File: src/cmpcr_consts.svh
/*
  offsets, field positions, reset values and codes of the comparator control registers.
  assumes it is included by the register bank module of this block; the package does not include it.
*/
`ifndef CMPCR_CONSTS_SVH
`define CMPCR_CONSTS_SVH

// special-function-register addresses
`define CMPCR_CONTROL_ADDR 8'h9a
`define CMPCR_MODE_ADDR 8'h9c
`define CMPCR_INSEL_ADDR 8'h9e

// reset values
`define CMPCR_CONTROL_RESET 8'h00
`define CMPCR_MODE_RESET 8'h02
`define CMPCR_INSEL_RESET 8'hff

// control register fields
`define CMPCR_CTL_ON_BIT 7
`define CMPCR_CTL_RESULT_BIT 6
`define CMPCR_CTL_RISE_BIT 5
`define CMPCR_CTL_FALL_BIT 4

// mode register fields
`define CMPCR_MODE_RIE_BIT 5
`define CMPCR_MODE_FIE_BIT 4
`define CMPCR_MODE_WMASK 8'h33

`endif

File: src/cmpcr_pkg.sv
/*
  types shared by the comparator control register bank.
  assumes cmpcr_consts.svh provides the numeric constants.
*/
`default_nettype none
package cmpcr_pkg;
  // response mode: 0 fastest, 3 lowest power
  typedef enum logic [1:0] {
    CMPCR_FASTEST,
    CMPCR_MODE1,
    CMPCR_MODE2,
    CMPCR_LOW_POWER
  } cmpcr_resp_type;
  // hysteresis amount: off, 5, 10, 20 mV
  typedef enum logic [1:0] {
    CMPCR_HYST_OFF,
    CMPCR_HYST_5MV,
    CMPCR_HYST_10MV,
    CMPCR_HYST_20MV
  } cmpcr_hyst_type;
endpackage
`default_nettype wire

File: src/cmpcr_edge_detect.sv
/*
  synchroniser and edge detector for the raw comparator output.
  assumes rawResult is asynchronous to clk.
*/
`default_nettype none
module cmpcr_edge_detect (
  // clock and reset
  input wire logic clk,
  input wire logic rstn,
  // raw comparator output
  input wire logic rawResult,
  // synchronised level and edge pulses
  output logic syncResult,
  output logic risePulse,
  output logic fallPulse
);
  logic meta;
  logic prevResult;

  // two-flop synchroniser, then one delay stage for edge detection
  always_ff @(posedge clk or negedge rstn) begin
    if (!rstn) begin
      meta <= 1'b0;
      syncResult <= 1'b0;
      prevResult <= 1'b0;
    end else begin
      meta <= rawResult;
      syncResult <= meta;
      prevResult <= syncResult;
    end
  end

  assign risePulse = syncResult & ~prevResult;
  assign fallPulse = ~syncResult & prevResult;
endmodule
`default_nettype wire

File: src/cmpcr_regs.sv
/*
  control and status register bank for the second voltage comparator.
  assumes a special-function-register bus with one-cycle write and read strobes
  and an analog comparator that takes the enable, hysteresis and mode codes.
*/
`include "cmpcr_consts.svh"
`default_nettype none
// What this block does
// - mode bit 7 always reads zero
// - mode bits 6,3,2 read zero, writes ignored
// - mode bits 5,4 enable rise/fall interrupts
// - mode bits 1..0 response code, reset 02
// - control bit 7 enables comparator, reset zero
// - control bit 6 reads synchronised result
// - rise flag set on rising edge, sticky
// - fall flag set on falling edge, sticky
// - control bits 3..2 positive hysteresis code
// - control bits 1..0 negative hysteresis code
// - four-bit positive and negative input selects
// - disabled comparator drives pin output low
module cmpcr_regs (
  // clock and reset
  input wire logic clk,
  input wire logic rstn,
  // special-function-register bus
  input wire logic [7:0] sfrAddr,
  input wire logic sfrWrite,
  input wire logic sfrRead,
  input wire logic [7:0] sfrWdata,
  output logic [7:0] sfrRdata,
  // analog comparator
  input wire logic cmpRawResult,
  output logic cmpOn,
  output cmpcr_pkg::cmpcr_hyst_type posHystCode,
  output cmpcr_pkg::cmpcr_hyst_type negHystCode,
  output cmpcr_pkg::cmpcr_resp_type responseModeCode,
  output logic [3:0] posInputSel,
  output logic [3:0] negInputSel,
  // system side
  output logic cmpPinOut,
  output logic cmpIrq
);
  logic syncResult;
  logic risePulse;
  logic fallPulse;
  logic riseSeenFlag;
  logic fallSeenFlag;
  logic riseIrqEn;
  logic fallIrqEn;
  logic ctlWrite;
  logic modeWrite;
  logic selWrite;
  logic next_riseSeenFlag;
  logic next_fallSeenFlag;

  // true when the bus address selects the given register
  function automatic logic addr_hit(input logic [7:0] addr, input logic [7:0] regAddr);
    return addr == regAddr;
  endfunction

  cmpcr_edge_detect u_edge (
    .clk(clk),
    .rstn(rstn),
    .rawResult(cmpRawResult),
    .syncResult(syncResult),
    .risePulse(risePulse),
    .fallPulse(fallPulse)
  );

  // address decode of the three registers
  assign ctlWrite = sfrWrite && addr_hit(sfrAddr, `CMPCR_CONTROL_ADDR);
  assign modeWrite = sfrWrite && addr_hit(sfrAddr, `CMPCR_MODE_ADDR);
  assign selWrite = sfrWrite && addr_hit(sfrAddr, `CMPCR_INSEL_ADDR);

  // enable and hysteresis fields of the control register
  always_ff @(posedge clk or negedge rstn) begin
    if (!rstn) begin
      cmpOn <= 1'b0;
      posHystCode <= cmpcr_pkg::CMPCR_HYST_OFF;
      negHystCode <= cmpcr_pkg::CMPCR_HYST_OFF;
    end else if (ctlWrite) begin
      cmpOn <= sfrWdata[`CMPCR_CTL_ON_BIT];
      posHystCode <= cmpcr_pkg::cmpcr_hyst_type'(sfrWdata[3:2]);
      negHystCode <= cmpcr_pkg::cmpcr_hyst_type'(sfrWdata[1:0]);
    end
  end

  // sticky edge flags: a hardware edge wins over a software clear
  always_comb begin
    next_riseSeenFlag = riseSeenFlag;
    next_fallSeenFlag = fallSeenFlag;
    if (ctlWrite) begin
      next_riseSeenFlag = sfrWdata[`CMPCR_CTL_RISE_BIT];
      next_fallSeenFlag = sfrWdata[`CMPCR_CTL_FALL_BIT];
    end
    if (risePulse) begin
      next_riseSeenFlag = 1'b1;
    end
    if (fallPulse) begin
      next_fallSeenFlag = 1'b1;
    end
  end

  always_ff @(posedge clk or negedge rstn) begin
    if (!rstn) begin
      riseSeenFlag <= 1'b0;
      fallSeenFlag <= 1'b0;
    end else begin
      riseSeenFlag <= next_riseSeenFlag;
      fallSeenFlag <= next_fallSeenFlag;
    end
  end

  // mode register: only interrupt enables and response code are stored
  always_ff @(posedge clk or negedge rstn) begin
    if (!rstn) begin
      riseIrqEn <= 1'b0;
      fallIrqEn <= 1'b0;
      responseModeCode <= cmpcr_pkg::CMPCR_MODE2;
    end else if (modeWrite) begin
      riseIrqEn <= sfrWdata[`CMPCR_MODE_RIE_BIT];
      fallIrqEn <= sfrWdata[`CMPCR_MODE_FIE_BIT];
      responseModeCode <= cmpcr_pkg::cmpcr_resp_type'(sfrWdata[1:0]);
    end
  end

  // input select register: negative in the high nibble
  always_ff @(posedge clk or negedge rstn) begin
    if (!rstn) begin
      posInputSel <= 4'(`CMPCR_INSEL_RESET); // low nibble of the reset byte
      negInputSel <= 4'(`CMPCR_INSEL_RESET >> 4); // high nibble of the reset byte
    end else if (selWrite) begin
      posInputSel <= sfrWdata[3:0];
      negInputSel <= sfrWdata[7:4];
    end
  end

  // registered read data; unmapped addresses read zero
  always_ff @(posedge clk or negedge rstn) begin
    if (!rstn) begin
      sfrRdata <= 8'h00;
    end else if (sfrRead) begin
      case (sfrAddr)
        `CMPCR_CONTROL_ADDR: sfrRdata <= {cmpOn, syncResult, riseSeenFlag, fallSeenFlag,
                                           posHystCode, negHystCode};
        `CMPCR_MODE_ADDR: sfrRdata <= {2'h0, riseIrqEn, fallIrqEn, 2'h0,
                                       responseModeCode} & `CMPCR_MODE_WMASK;
        `CMPCR_INSEL_ADDR: sfrRdata <= {negInputSel, posInputSel};
        default: sfrRdata <= 8'h00;
      endcase
    end
  end

  // pin output held low while disabled; interrupt from enabled flags
  always_ff @(posedge clk or negedge rstn) begin
    if (!rstn) begin
      cmpPinOut <= 1'b0;
      cmpIrq <= 1'b0;
    end else begin
      cmpPinOut <= cmpOn & syncResult;
      cmpIrq <= (next_riseSeenFlag & riseIrqEn) | (next_fallSeenFlag & fallIrqEn);
    end
  end

  property p_rise_sets;
    @(posedge clk) disable iff (!rstn) risePulse |=> riseSeenFlag;
  endproperty
  a_rise_sets: assert property (p_rise_sets) else $error("rise flag missed edge");

  property p_fall_sets;
    @(posedge clk) disable iff (!rstn) fallPulse |=> fallSeenFlag;
  endproperty
  a_fall_sets: assert property (p_fall_sets) else $error("fall flag missed edge");

  property p_rise_sticky;
    @(posedge clk) disable iff (!rstn) riseSeenFlag && !ctlWrite |=> riseSeenFlag;
  endproperty
  a_rise_sticky: assert property (p_rise_sticky) else $error("rise flag dropped");

  property p_mode_read_zero;
    @(posedge clk) disable iff (!rstn)
      sfrRead && sfrAddr == `CMPCR_MODE_ADDR |=> (sfrRdata & 8'hcc) == 8'h00;
  endproperty
  a_mode_read_zero: assert property (p_mode_read_zero) else $error("mode pad bits set");

  property p_mode_write;
    @(posedge clk) disable iff (!rstn)
      modeWrite |=> riseIrqEn == $past(sfrWdata[5]) && responseModeCode == $past(sfrWdata[1:0]);
  endproperty
  a_mode_write: assert property (p_mode_write) else $error("mode write lost");

  property p_pin_low_off;
    @(posedge clk) disable iff (!rstn) !cmpOn |=> !cmpPinOut;
  endproperty
  a_pin_low_off: assert property (p_pin_low_off) else $error("pin high while off");

  property p_irq;
    @(posedge clk) disable iff (!rstn)
      ##1 cmpIrq == (($past(next_riseSeenFlag) && $past(riseIrqEn)) ||
                     ($past(next_fallSeenFlag) && $past(fallIrqEn)));
  endproperty
  a_irq: assert property (p_irq) else $error("irq mismatch");

  property p_result_read;
    @(posedge clk) disable iff (!rstn)
      sfrRead && sfrAddr == `CMPCR_CONTROL_ADDR |=> sfrRdata[6] == $past(syncResult);
  endproperty
  a_result_read: assert property (p_result_read) else $error("result bit wrong");

  property p_sync_delay;
    @(posedge clk) disable iff (!rstn) $rose(syncResult) |-> $past(cmpRawResult, 2);
  endproperty
  a_sync_delay: assert property (p_sync_delay) else $error("sync path wrong");

  // fall flag holds until software writes the control register
  property p_fall_sticky;
    @(posedge clk) disable iff (!rstn) fallSeenFlag && !ctlWrite |=> fallSeenFlag;
  endproperty
  a_fall_sticky: assert property (p_fall_sticky) else $error("fall flag dropped");

  // a control write lands the enable and both hysteresis codes
  property p_ctl_write;
    @(posedge clk) disable iff (!rstn)
      ctlWrite |=> cmpOn == $past(sfrWdata[7]) && posHystCode == $past(sfrWdata[3:2])
        && negHystCode == $past(sfrWdata[1:0]);
  endproperty
  a_ctl_write: assert property (p_ctl_write) else $error("control write lost");

  // an input select write lands both four-bit fields
  property p_sel_write;
    @(posedge clk) disable iff (!rstn)
      selWrite |=> posInputSel == $past(sfrWdata[3:0])
        && negInputSel == $past(sfrWdata[7:4]);
  endproperty
  a_sel_write: assert property (p_sel_write) else $error("select write lost");

  // a mode read returns the stored enables and response code
  property p_mode_read_fields;
    @(posedge clk) disable iff (!rstn)
      sfrRead && sfrAddr == `CMPCR_MODE_ADDR |=> sfrRdata[5] == $past(riseIrqEn)
        && sfrRdata[4] == $past(fallIrqEn)
        && sfrRdata[1:0] == $past(responseModeCode);
  endproperty
  a_mode_read_fields: assert property (p_mode_read_fields) else $error("mode read wrong");

  // while enabled the pin follows the synchronised result
  property p_pin_follows;
    @(posedge clk) disable iff (!rstn) cmpOn |=> cmpPinOut == $past(syncResult);
  endproperty
  a_pin_follows: assert property (p_pin_follows) else $error("pin lost result");

  // a set rising flag with its enable raises the request
  property p_irq_rise;
    @(posedge clk) disable iff (!rstn) riseSeenFlag && riseIrqEn && !ctlWrite |=> cmpIrq;
  endproperty
  a_irq_rise: assert property (p_irq_rise) else $error("rise irq missing");

  // a set falling flag with its enable raises the request
  property p_irq_fall;
    @(posedge clk) disable iff (!rstn) fallSeenFlag && fallIrqEn && !ctlWrite |=> cmpIrq;
  endproperty
  a_irq_fall: assert property (p_irq_fall) else $error("fall irq missing");

  // no flag and no edge leaves the request low
  property p_irq_quiet;
    @(posedge clk) disable iff (!rstn)
      !riseSeenFlag && !fallSeenFlag && !risePulse && !fallPulse && !ctlWrite |=> !cmpIrq;
  endproperty
  a_irq_quiet: assert property (p_irq_quiet) else $error("irq without flag");

  // writing zero clears the rising flag when no edge comes with it
  property p_rise_clear;
    @(posedge clk) disable iff (!rstn)
      ctlWrite && !sfrWdata[5] && !risePulse |=> !riseSeenFlag;
  endproperty
  a_rise_clear: assert property (p_rise_clear) else $error("rise flag not cleared");

  // writing zero clears the falling flag when no edge comes with it
  property p_fall_clear;
    @(posedge clk) disable iff (!rstn)
      ctlWrite && !sfrWdata[4] && !fallPulse |=> !fallSeenFlag;
  endproperty
  a_fall_clear: assert property (p_fall_clear) else $error("fall flag not cleared");

  // a rising edge in the cycle of a clearing write leaves the flag set
  property p_rise_race;
    @(posedge clk) disable iff (!rstn) ctlWrite && risePulse |=> riseSeenFlag;
  endproperty
  a_rise_race: assert property (p_rise_race) else $error("clear beat rise edge");

  // a falling edge in the cycle of a clearing write leaves the flag set
  property p_fall_race;
    @(posedge clk) disable iff (!rstn) ctlWrite && fallPulse |=> fallSeenFlag;
  endproperty
  a_fall_race: assert property (p_fall_race) else $error("clear beat fall edge");

  // a falling synchronised level comes from the raw level two edges back
  property p_sync_fall;
    @(posedge clk) disable iff (!rstn) $fell(syncResult) |-> !$past(cmpRawResult, 2);
  endproperty
  a_sync_fall: assert property (p_sync_fall) else $error("sync fall path wrong");

  // main scenarios: edges, interrupts, the clear race and the pin
  c_rise: cover property (@(posedge clk) disable iff (!rstn) risePulse ##1 cmpIrq);
  c_fall: cover property (@(posedge clk) disable iff (!rstn) fallPulse ##1 fallSeenFlag);
  c_clear_race: cover property (@(posedge clk) disable iff (!rstn) ctlWrite && risePulse);
  c_fall_irq: cover property (@(posedge clk) disable iff (!rstn)
    fallSeenFlag && fallIrqEn ##1 cmpIrq);
  c_pin_on: cover property (@(posedge clk) disable iff (!rstn)
    cmpOn && syncResult ##1 cmpPinOut);
endmodule
`default_nettype wire

File: config.mk
export PLATFORM = sky130hd
export DESIGN_NAME = cmpcr_regs
export DESIGN_NICKNAME = d
export VERILOG_FILES = /design/src/cmpcr_pkg.sv /design/src/cmpcr_edge_detect.sv /design/src/cmpcr_regs.sv
export VERILOG_INCLUDE_DIRS = /design/src
export SDC_FILE = /design/constraint.sdc
export NUM_CORES = 1
export LEC_CHECK = 0
export ABC_AREA = 1
export BUFFER_PORTS_ARGS = -buffer_cell sky130_fd_sc_hd__buf_4
export CAP_MARGIN = 20
export CORE_ASPECT_RATIO = 0.6
export CORE_MARGIN = 8
export CORE_UTILIZATION = 54
export CTS_CLUSTER_DIAMETER = 80
export DETAILED_ROUTE_END_ITERATION = 8
export PLACE_DENSITY = 0.84
export SETUP_SLACK_MARGIN = 0.5
export SYNTH_ARGS = -nofsm -noshare
export SYNTH_HDL_FRONTEND = slang
export SYNTH_SLANG_ARGS = --single-unit
File: constraint.sdc
create_clock -name clk -period 1.3 [get_ports clk]
set_input_delay 0.13 -clock clk [delete_from_list [all_inputs] [get_ports clk]]
set_output_delay 0.13 -clock clk [all_outputs]
set_load 0.02 [all_outputs]
== Word level (Yosys, flattened, before mapping) ==
Index checks and enable logic that the tools add are counted.

* Register bits after elaboration: 32
* Input bits: 21
* Output and inout bits: 25
* Word-level logic and storage cells: 35

* Eq/ne operators: 3
* Multiplexer cells: 5
* Bitwise gates (word level): 8
* Reductions and logical operators: 3

{| class="wikitable"
|+ Operators with widths
! kind !! number
|-
| equality test 8 bit, second input constant || 3
|-
| one-hot mux 8 bit (3 select lines) || 1
|-
| AND 1 bit || 5
|-
| two-way mux 1 bit || 4
|-
| logical AND 1 bit || 3
|-
| inverter 1 bit || 2
|-
| bitwise OR 1 bit || 1
|}

== Logic depth before layout (Yosys ltp) ==
Gate-level depths: netlist of the first run.

* Word-level depth: 6
* Gate-level depth with buffers: 8

== Modules after synthesis ==
From an unflattened synthesis of the first run, not the netlist that was laid out.

* Cell total of the unflattened synthesis: 162
* Area total of the unflattened synthesis: 1,496.4 um^2

{| class="wikitable"
|+ By module, submodules not included
! module !! instances !! cells an instance !! area an instance (um^2) !! sequential area each (um^2)
|-
| cmpcr_regs || 1 || 155 || 1,406.3 || 737.0
|-
| cmpcr_edge_detect || 1 || 7 || 90.1 || 75.1
|}

== Worst setup path before layout of the first run ==
OpenSTA, ideal clock, no wires.

* Path kind: input port to flip-flop
* Start: input sfrAddr[3]
* End: register responseModeCode[0]
* Library setup time: 0.119 ns
* Arrival: 0.824 ns
* Required time: 1.181 ns
* Setup slack: 0.357 ns
* Stages on the path: 6
* Cell sequence: nand2_2 -> nor3_4 -> and3_1 -> buf_6 -> nand2_1 -> o21a_1

* Longest elaborated chain between the ends: 2

{| class="wikitable"
|+ RTL lines
! item !! line !! text
|-
| from (decl) || cmpcr_regs.sv:26 || <nowiki>input wire logic [7:0] sfrAddr,</nowiki>
|-
| equality test 8 bit || cmpcr_regs.sv:58 || <nowiki>return addr == regAddr;</nowiki>
|-
| logical AND 1 bit || cmpcr_regs.sv:72 || <nowiki>assign modeWrite = sfrWrite && addr_hit(sfrAddr, `CMPCR_MODE_ADDR);</nowiki>
|-
| to (signal assigned) || cmpcr_regs.sv:119 || <nowiki>responseModeCode <= cmpcr_pkg::CMPCR_MODE2;</nowiki>
|-
| to (signal assigned) || cmpcr_regs.sv:123 || <nowiki>responseModeCode <= cmpcr_pkg::cmpcr_resp_type'(sfrWdata[1:0]);</nowiki>
|-
| to (decl) || cmpcr_regs.sv:36 || <nowiki>output cmpcr_pkg::cmpcr_resp_type responseModeCode,</nowiki>
|}

No other way between the ends.
A chain may end at the register's enable or synchronous reset.

== Worst setup path in the final report of the first run ==
* Start: register negInputSel[2]
* End: register sfrRdata[6]

* Longest elaborated chain between the ends: 1

{| class="wikitable"
|+ RTL lines
! item !! line !! text
|-
| from (decl) || cmpcr_regs.sv:38 || <nowiki>output logic [3:0] negInputSel,</nowiki>
|-
| from (signal assigned) || cmpcr_regs.sv:131 || <nowiki>negInputSel <= 4'(`CMPCR_INSEL_RESET >> 4);</nowiki>
|-
| from (signal assigned) || cmpcr_regs.sv:134 || <nowiki>negInputSel <= sfrWdata[7:4];</nowiki>
|-
| one-hot mux 8 bit (3 select lines) || cmpcr_regs.sv:143 || <nowiki>case (sfrAddr)</nowiki>
|-
| to (signal assigned) || cmpcr_regs.sv:144 || <nowiki>`CMPCR_CONTROL_ADDR: sfrRdata <= {cmpOn, syncResult, riseSeenFlag, fallSeenFlag,</nowiki>
|-
| to (signal assigned) || cmpcr_regs.sv:146 || <nowiki>`CMPCR_MODE_ADDR: sfrRdata <= {2'h0, riseIrqEn, fallIrqEn, 2'h0,</nowiki>
|-
| to (signal assigned) || cmpcr_regs.sv:148 || <nowiki>`CMPCR_INSEL_ADDR: sfrRdata <= {negInputSel, posInputSel};</nowiki>
|-
| to (decl) || cmpcr_regs.sv:30 || <nowiki>output logic [7:0] sfrRdata,</nowiki>
|}

No other way between the ends.

==> results of run 1 <==
[worst reg2reg max path, cell delays in order, from the launching register on]
cell and delay, ns:
dfstp_2 0.55, buf_4 0.12, nand3_1 0.11, o21ai_2 0.10, nand2_1 0.10, nand2_1 0.09
[power by group]
part	switching, mW	internal (mW)
Clock	0.374	0.432
Sequential	0.0424	1.05
Combinational	0.236	0.208
Total	0.652	1.69
[registers in the layout, summed over array words and instances, names as in the netlist]
| register | flops |
|---|---|
| cmpIrq | 1 |
| cmpOn | 1 |
| cmpPinOut | 1 |
| fallIrqEn | 1 |
| fallSeenFlag | 1 |
| negHystCode | 2 |
| negInputSel | 4 |
| posHystCode | 2 |
| posInputSel | 4 |
| responseModeCode | 2 |
| riseIrqEn | 1 |
| riseSeenFlag | 1 |
| sfrRdata | 8 |
| u_edge.meta | 1 |
| u_edge.prevResult | 1 |
| u_edge.syncResult | 1 |
[what timing repair did]
action                                 CTS  global route
setup endpoints to repair               49            52
gates resized for setup                 34            53
hold buffers                             2             0
endpoints found under the hold margin   24             0
buffers inserted                        24             7
pin swaps                               10            16
cloned                                   1             1
[worst paths after layout]
kind,depth (start not counted),to,slack (ns)
min,3,negInputSel[2],0.1
max,5,sfrRdata[6],0.17
min in group asynchronous,2,sfrRdata[5],0.34
max reg2reg,5,sfrRdata[6],0.17
min reg2reg,0,u_edge.syncResult,0.37
max in group asynchronous,2,negInputSel[2],0.63
[metal layers]
layer  GRT usage  vias up  routed length [um]
met5           0        -                   0
met4       0.101        0                 472
met3      0.0658       57                 732
met2       0.409      164                3410
met1       0.263      856                2510
li1            -      698                   -
[final cells by class]
cell class	instances	area, sq um
clock buffers	8	90.1
fillers	62	114
inverters	15	90.1
multi-input cells	110	817
flip-flops and latches	32	812
well taps	34	42.5
repair buffers	85	831
[stage by stage]
step / cell area (sq um) / hold slack [ns]
6_report: 2680 / 0.0983
3_5_place_dp: 1980 / 0.0778
4_1_cts: 2410 / 0.0586
5_1_grt: 2680 / 0.108
3_3_place_gp: 1980 / 0.0750
2_1_floorplan: 1620 / -0.166
[cell usage in the layout, fill, tap and decap left out, drive strengths merged]
cell type / count
or2: 1
nor2: 3
o21ai: 14
inv: 14
nor3: 1
nand3: 27
dfrtp: 23
clkbuf: 9
dlygate4sd3: 2
nand4: 2
buf: 82
clkinv: 1
nand2: 57
o21a: 4
dfstp: 9
and3: 1
[cells by family (layout without fill, tap and decap cells)]
| family | count (synthesis) | count (layout) | share of synthesized area |
|---|---|---|---|
| DFF | 32 | 32 | 0.527 |
| buffers and inverters | 22 | 108 | 0.0723 |
| AOI/OAI and AO/OA | 18 | 18 | 0.0967 |
| and+or+nand+nor | 92 | 92 | 0.304 |
==> flow_summary.toml, run 1 <==
[placement]
place_inst = 241
place_congestion = 0.893
port_buffers = 45
hpwl_um = 2980
pre_cts_ws_ns = 0.0914

[worst_setup_path]
slowest_stage = "dfstp_2"
crit_start = "negInputSel[2]"
cp-start-kind = "flop"
critical_path.max_stage_delay_ns = 0.55
worstSetupEndpointType = "flop"
critical_path_peak_fanout = 2
arrival_ns = 1.34
worstPathCellList = "buf_4 -> nand3_1 -> o21ai_2 -> nand2_1 -> nand2_1"
cp_top_family = "flip-flops"
r2r-start = "negInputSel[2]"
cp.required_ns = 1.52
path_buf_inv = 1
cp_common_cell = "nand2_1"
crit_type = "reg -> reg"

[yosys]
synthTopCellsByArea = "dfrtp_1 37%, dfstp_2 15%, nand2_1 13%"
synth_top_area_share = 0.374
synth_most_common_cell = "nand2_1"
yosys_warnings = 0
syn_inst = 164
synth_top_cell_by_area = "dfrtp_1"
synth_common_cells = "54 x nand2_1, 24 x nand3_1, 23 x dfrtp_1, 15 x inv_1, 13 x o21ai_2"
ys_ff_latch = 32
synth_area_sq_um = 1540
synthArstFlopShare = 1.00
seq_area_frac_synth = 0.527
ys_types = 22
synthesis.area_per_instance_sq_um = 9.39
synth_edf_count = 0
synthFlopType = "dfrtp_1"
synth_fp_nets = 185

[floorplanning]
dieArea_sq_um = 4870
io_pins = 46
rows = 15
core_sq_um = 2800
start_util = 0.551
die_width_um = 84.9
die_y_um = 57.4

[finish]
area_delta_synth_final_pct = 74.2
antennaDiodeCount = 0
drive_above_1_share = 0.644
nets = 270
fin_util = 0.959
final_cells = 284

[cts]
cts_inserted_buffers = 5
cts_htree_levels = 2
cts_sinks = 32
cts_root_buf = "clkbuf_8"
path_clk_slew_ns = 0.06
clockBufferDepth = 2
cts_tree = "built"
clk_latency_ns = 0.28

[routing]
vias_per_cell = 6.25
drtIter0Drc = 156
dr_total_vias = 1775
wl_um = 7130
route.detailed.drc = 0
wl_per_cell_um = 25.1
drt.antenna.violating_nets = 0
dr.pass1.iters = 5

[timing]
skew_ns = 0.00350
setup_slack_ns = 0.173
slew_headroom = 0.725
period_needed_ns = 1.13
fmax_ghz = 0.887
fin_crit_sh = 0.867
worstMarginPinSlew_ns = 0.412
setup_tns_ns = 0
maxSlewViolCount = 0
setup_viol = 0
grt_setup_unrepaired = "yes"
hold_viol = 0

[power]
power_density_nw_per_um2 = 872
p_leak_nw = 1.34
ir_drop_uv = 928
power_mw = 2.34

[global_routing]
grt_pass1_wl_um = 8820
grt_pass1_vias = 1684
antenna_found_initial = 0
grt_usage = 0.234
grt_max_degree = 33
grt_overflow = 0

[hold_path]
hold_start = "sfrWdata[6]"
hold_class = "in -> reg"

[flow_run]
drv_cap = 0

[outcome]
status = "finished, final reports clean"
Power figures use the tool's default switching activity.
==> run 2: changes to the inputs <==
--- a/config.mk
+++ b/config.mk
@@ -11,11 +11,13 @@
 export CAP_MARGIN = 20
 export CORE_ASPECT_RATIO = 0.6
 export CORE_MARGIN = 8
-export CORE_UTILIZATION = 54
+export CORE_UTILIZATION = 57
+export CTS_BUF_LIST = sky130_fd_sc_hd__clkbuf_2
 export CTS_CLUSTER_DIAMETER = 80
 export DETAILED_ROUTE_END_ITERATION = 8
-export PLACE_DENSITY = 0.84
+export PLACE_DENSITY = 0.88
 export SETUP_SLACK_MARGIN = 0.5
 export SYNTH_ARGS = -nofsm -noshare
 export SYNTH_HDL_FRONTEND = slang
 export SYNTH_SLANG_ARGS = --single-unit
+export TNS_END_PERCENT = 50
==> flow_summary.toml, run 2 (synthesis gave the netlist of run 1 again) <==
[cts]
path_clk_slew_ns = 0.21
clockBufferDepth = 2
clk_latency_ns = 0.40
cts_tree = "built"
cts_root_buf = "clkbuf_2"
cts_inserted_buffers = 5
cts_sinks = 32
cts_htree_levels = 2

[hold_path]
hold_class = "in -> reg"
hold_start = "sfrWdata[3]"

[finish]
area_delta_synth_final_pct = 56.5
most-common-layout-cells = "50 x nand2_1, 49 x buf_4, 26 x buf_6"
nets = 268
biggestRegsByFlops = "sfrRdata (8), negInputSel (4), posInputSel (4)"
largest_reg_flops = 8
drive_above_1_share = 0.512
antennaDiodeCount = 0
final_common_cell = "nand2_1"
regMostFlops = "sfrRdata"
final_cells = 280

[placement]
pre_cts_ws_ns = 0.0528
hpwl_um = 3040
place_inst = 239
port_buffers = 45
place_congestion = 0.838

[routing]
wl_per_cell_um = 23.8
dr.pass1.iters = 5
vias_per_cell = 6.25
wl_um = 6660
drt.antenna.violating_nets = 0
route.detailed.drc = 0
drtIter0Drc = 161
dr_total_vias = 1750

[timing]
fmax_ghz = 0.798
hold_slack_ns = 0.0238
grt_setup_unrepaired = "yes"
period_needed_ns = 1.25
hold_viol = 0
fin_crit_sh = 0.964
setup_tns_ns = 0
maxSlewViolCount = 0
skew_ns = 0.0236
setup_slack_ns = 0.0465
slew_headroom = 0.727
worstMarginPinSlew_ns = 0.409
setup_viol = 0

[floorplanning]
io_pins = 46
die_y_um = 56.3
start_util = 0.606
dieArea_sq_um = 4680
die_width_um = 83.1
core_sq_um = 2540
rows = 14

[worst_setup_path]
worst_r2r_path_depth = 6
crit_type = "reg -> out"
cp_top_family = "flip-flops"
worstSetupEndpointType = "output port"
worstPathCellList = "buf_6"
endpoint = "negInputSel[3]"
critical_path.max_stage_delay_ns = 0.60
r2r-start = "posHystCode[1]"
crit_start = "negInputSel[3]"
path_buf_inv = 1
r2r_slack_ns = 0.23
cp.required_ns = 1.17
cp-start-kind = "flop"
critical_path_peak_fanout = 2
path_depth = 1
arrival_ns = 1.12
slowest_stage = "dfstp_2"
timing.rr.end = "sfrRdata[3]"

[flow_run]
drv_cap = 0

[power]
power_density_nw_per_um2 = 904
ir_drop_uv = 1090
p_leak_nw = 1.25

[global_routing]
grt_pass1_vias = 1672
grt_pass1_wl_um = 8760
grt_max_degree = 33
met3_usage = 0.0906
antenna_found_initial = 0
grt_usage = 0.236
grt_overflow = 0
top_usage_layer = "met2"
grtUsageMet2 = 0.398
gr-usage-met1 = 0.254

[outcome]
status = "finished, final reports clean"
run 2: how the worst min path moves through the flow:
stage | to | slack, ns | cells after the start
finish | posInputSel[3] | 0.02 | 3
global route | posInputSel[3] | -0.008 | 3
CTS | sfrRdata[1] | 0.0003 | 3
detailed placement | cmpIrq | 0.09 | 1
global placement | cmpIrq | 0.08 | 1
floorplan | cmpIrq | -0.17 | 0
run 2: report_power, final:
| part | internal (mW) | leakage [nW] | total (mW) | switching (mW) |
|---|---|---|---|---|
| Combinational | 0.191 | 0.813 | 0.412 | 0.222 |
| Sequential | 1.05 | 0.394 | 1.09 | 0.0382 |
| Clock | 0.314 | 0.0380 | 0.681 | 0.368 |
run 2: final cells by class:
cell class                      count  area, sq um
Fill cell                          71          129
Inverter                           15         73.8
Tap cell                           32         40.0
Multi-Input combinational cell    110          682
Sequential cell                    32          812
Clock buffer                        5         25.0
Timing Repair Buffer               83          741
Clock inverter                      3         37.5
run 2: through the flow:
step	utilization	total power [mW]	cell area, sq um
after floorplan	-	1.23	1580
after global placement	0.764	1.37	1940
after detailed placement	0.764	1.39	1940
after CTS	0.903	2.10	2290
after global routing	0.949	2.24	2410
final	0.949	2.18	2410
run 2: what timing repair did:
action | CTS | global route
pin swaps | 0 | 6
endpoints found under the setup margin | 44 | 52
gates resized for setup | 22 | 15
endpoints found under the hold margin | 39 | 0
buffers inserted | 17 | 8
hold buffers | 8 | 0
run 2: per-layer routing:
layer / up-vias / wire [um]
li1: 694 / -
met1: 827 / 2370
met2: 169 / 3020
met3: 60 / 696
met4: 0 / 573
met5: - / 0
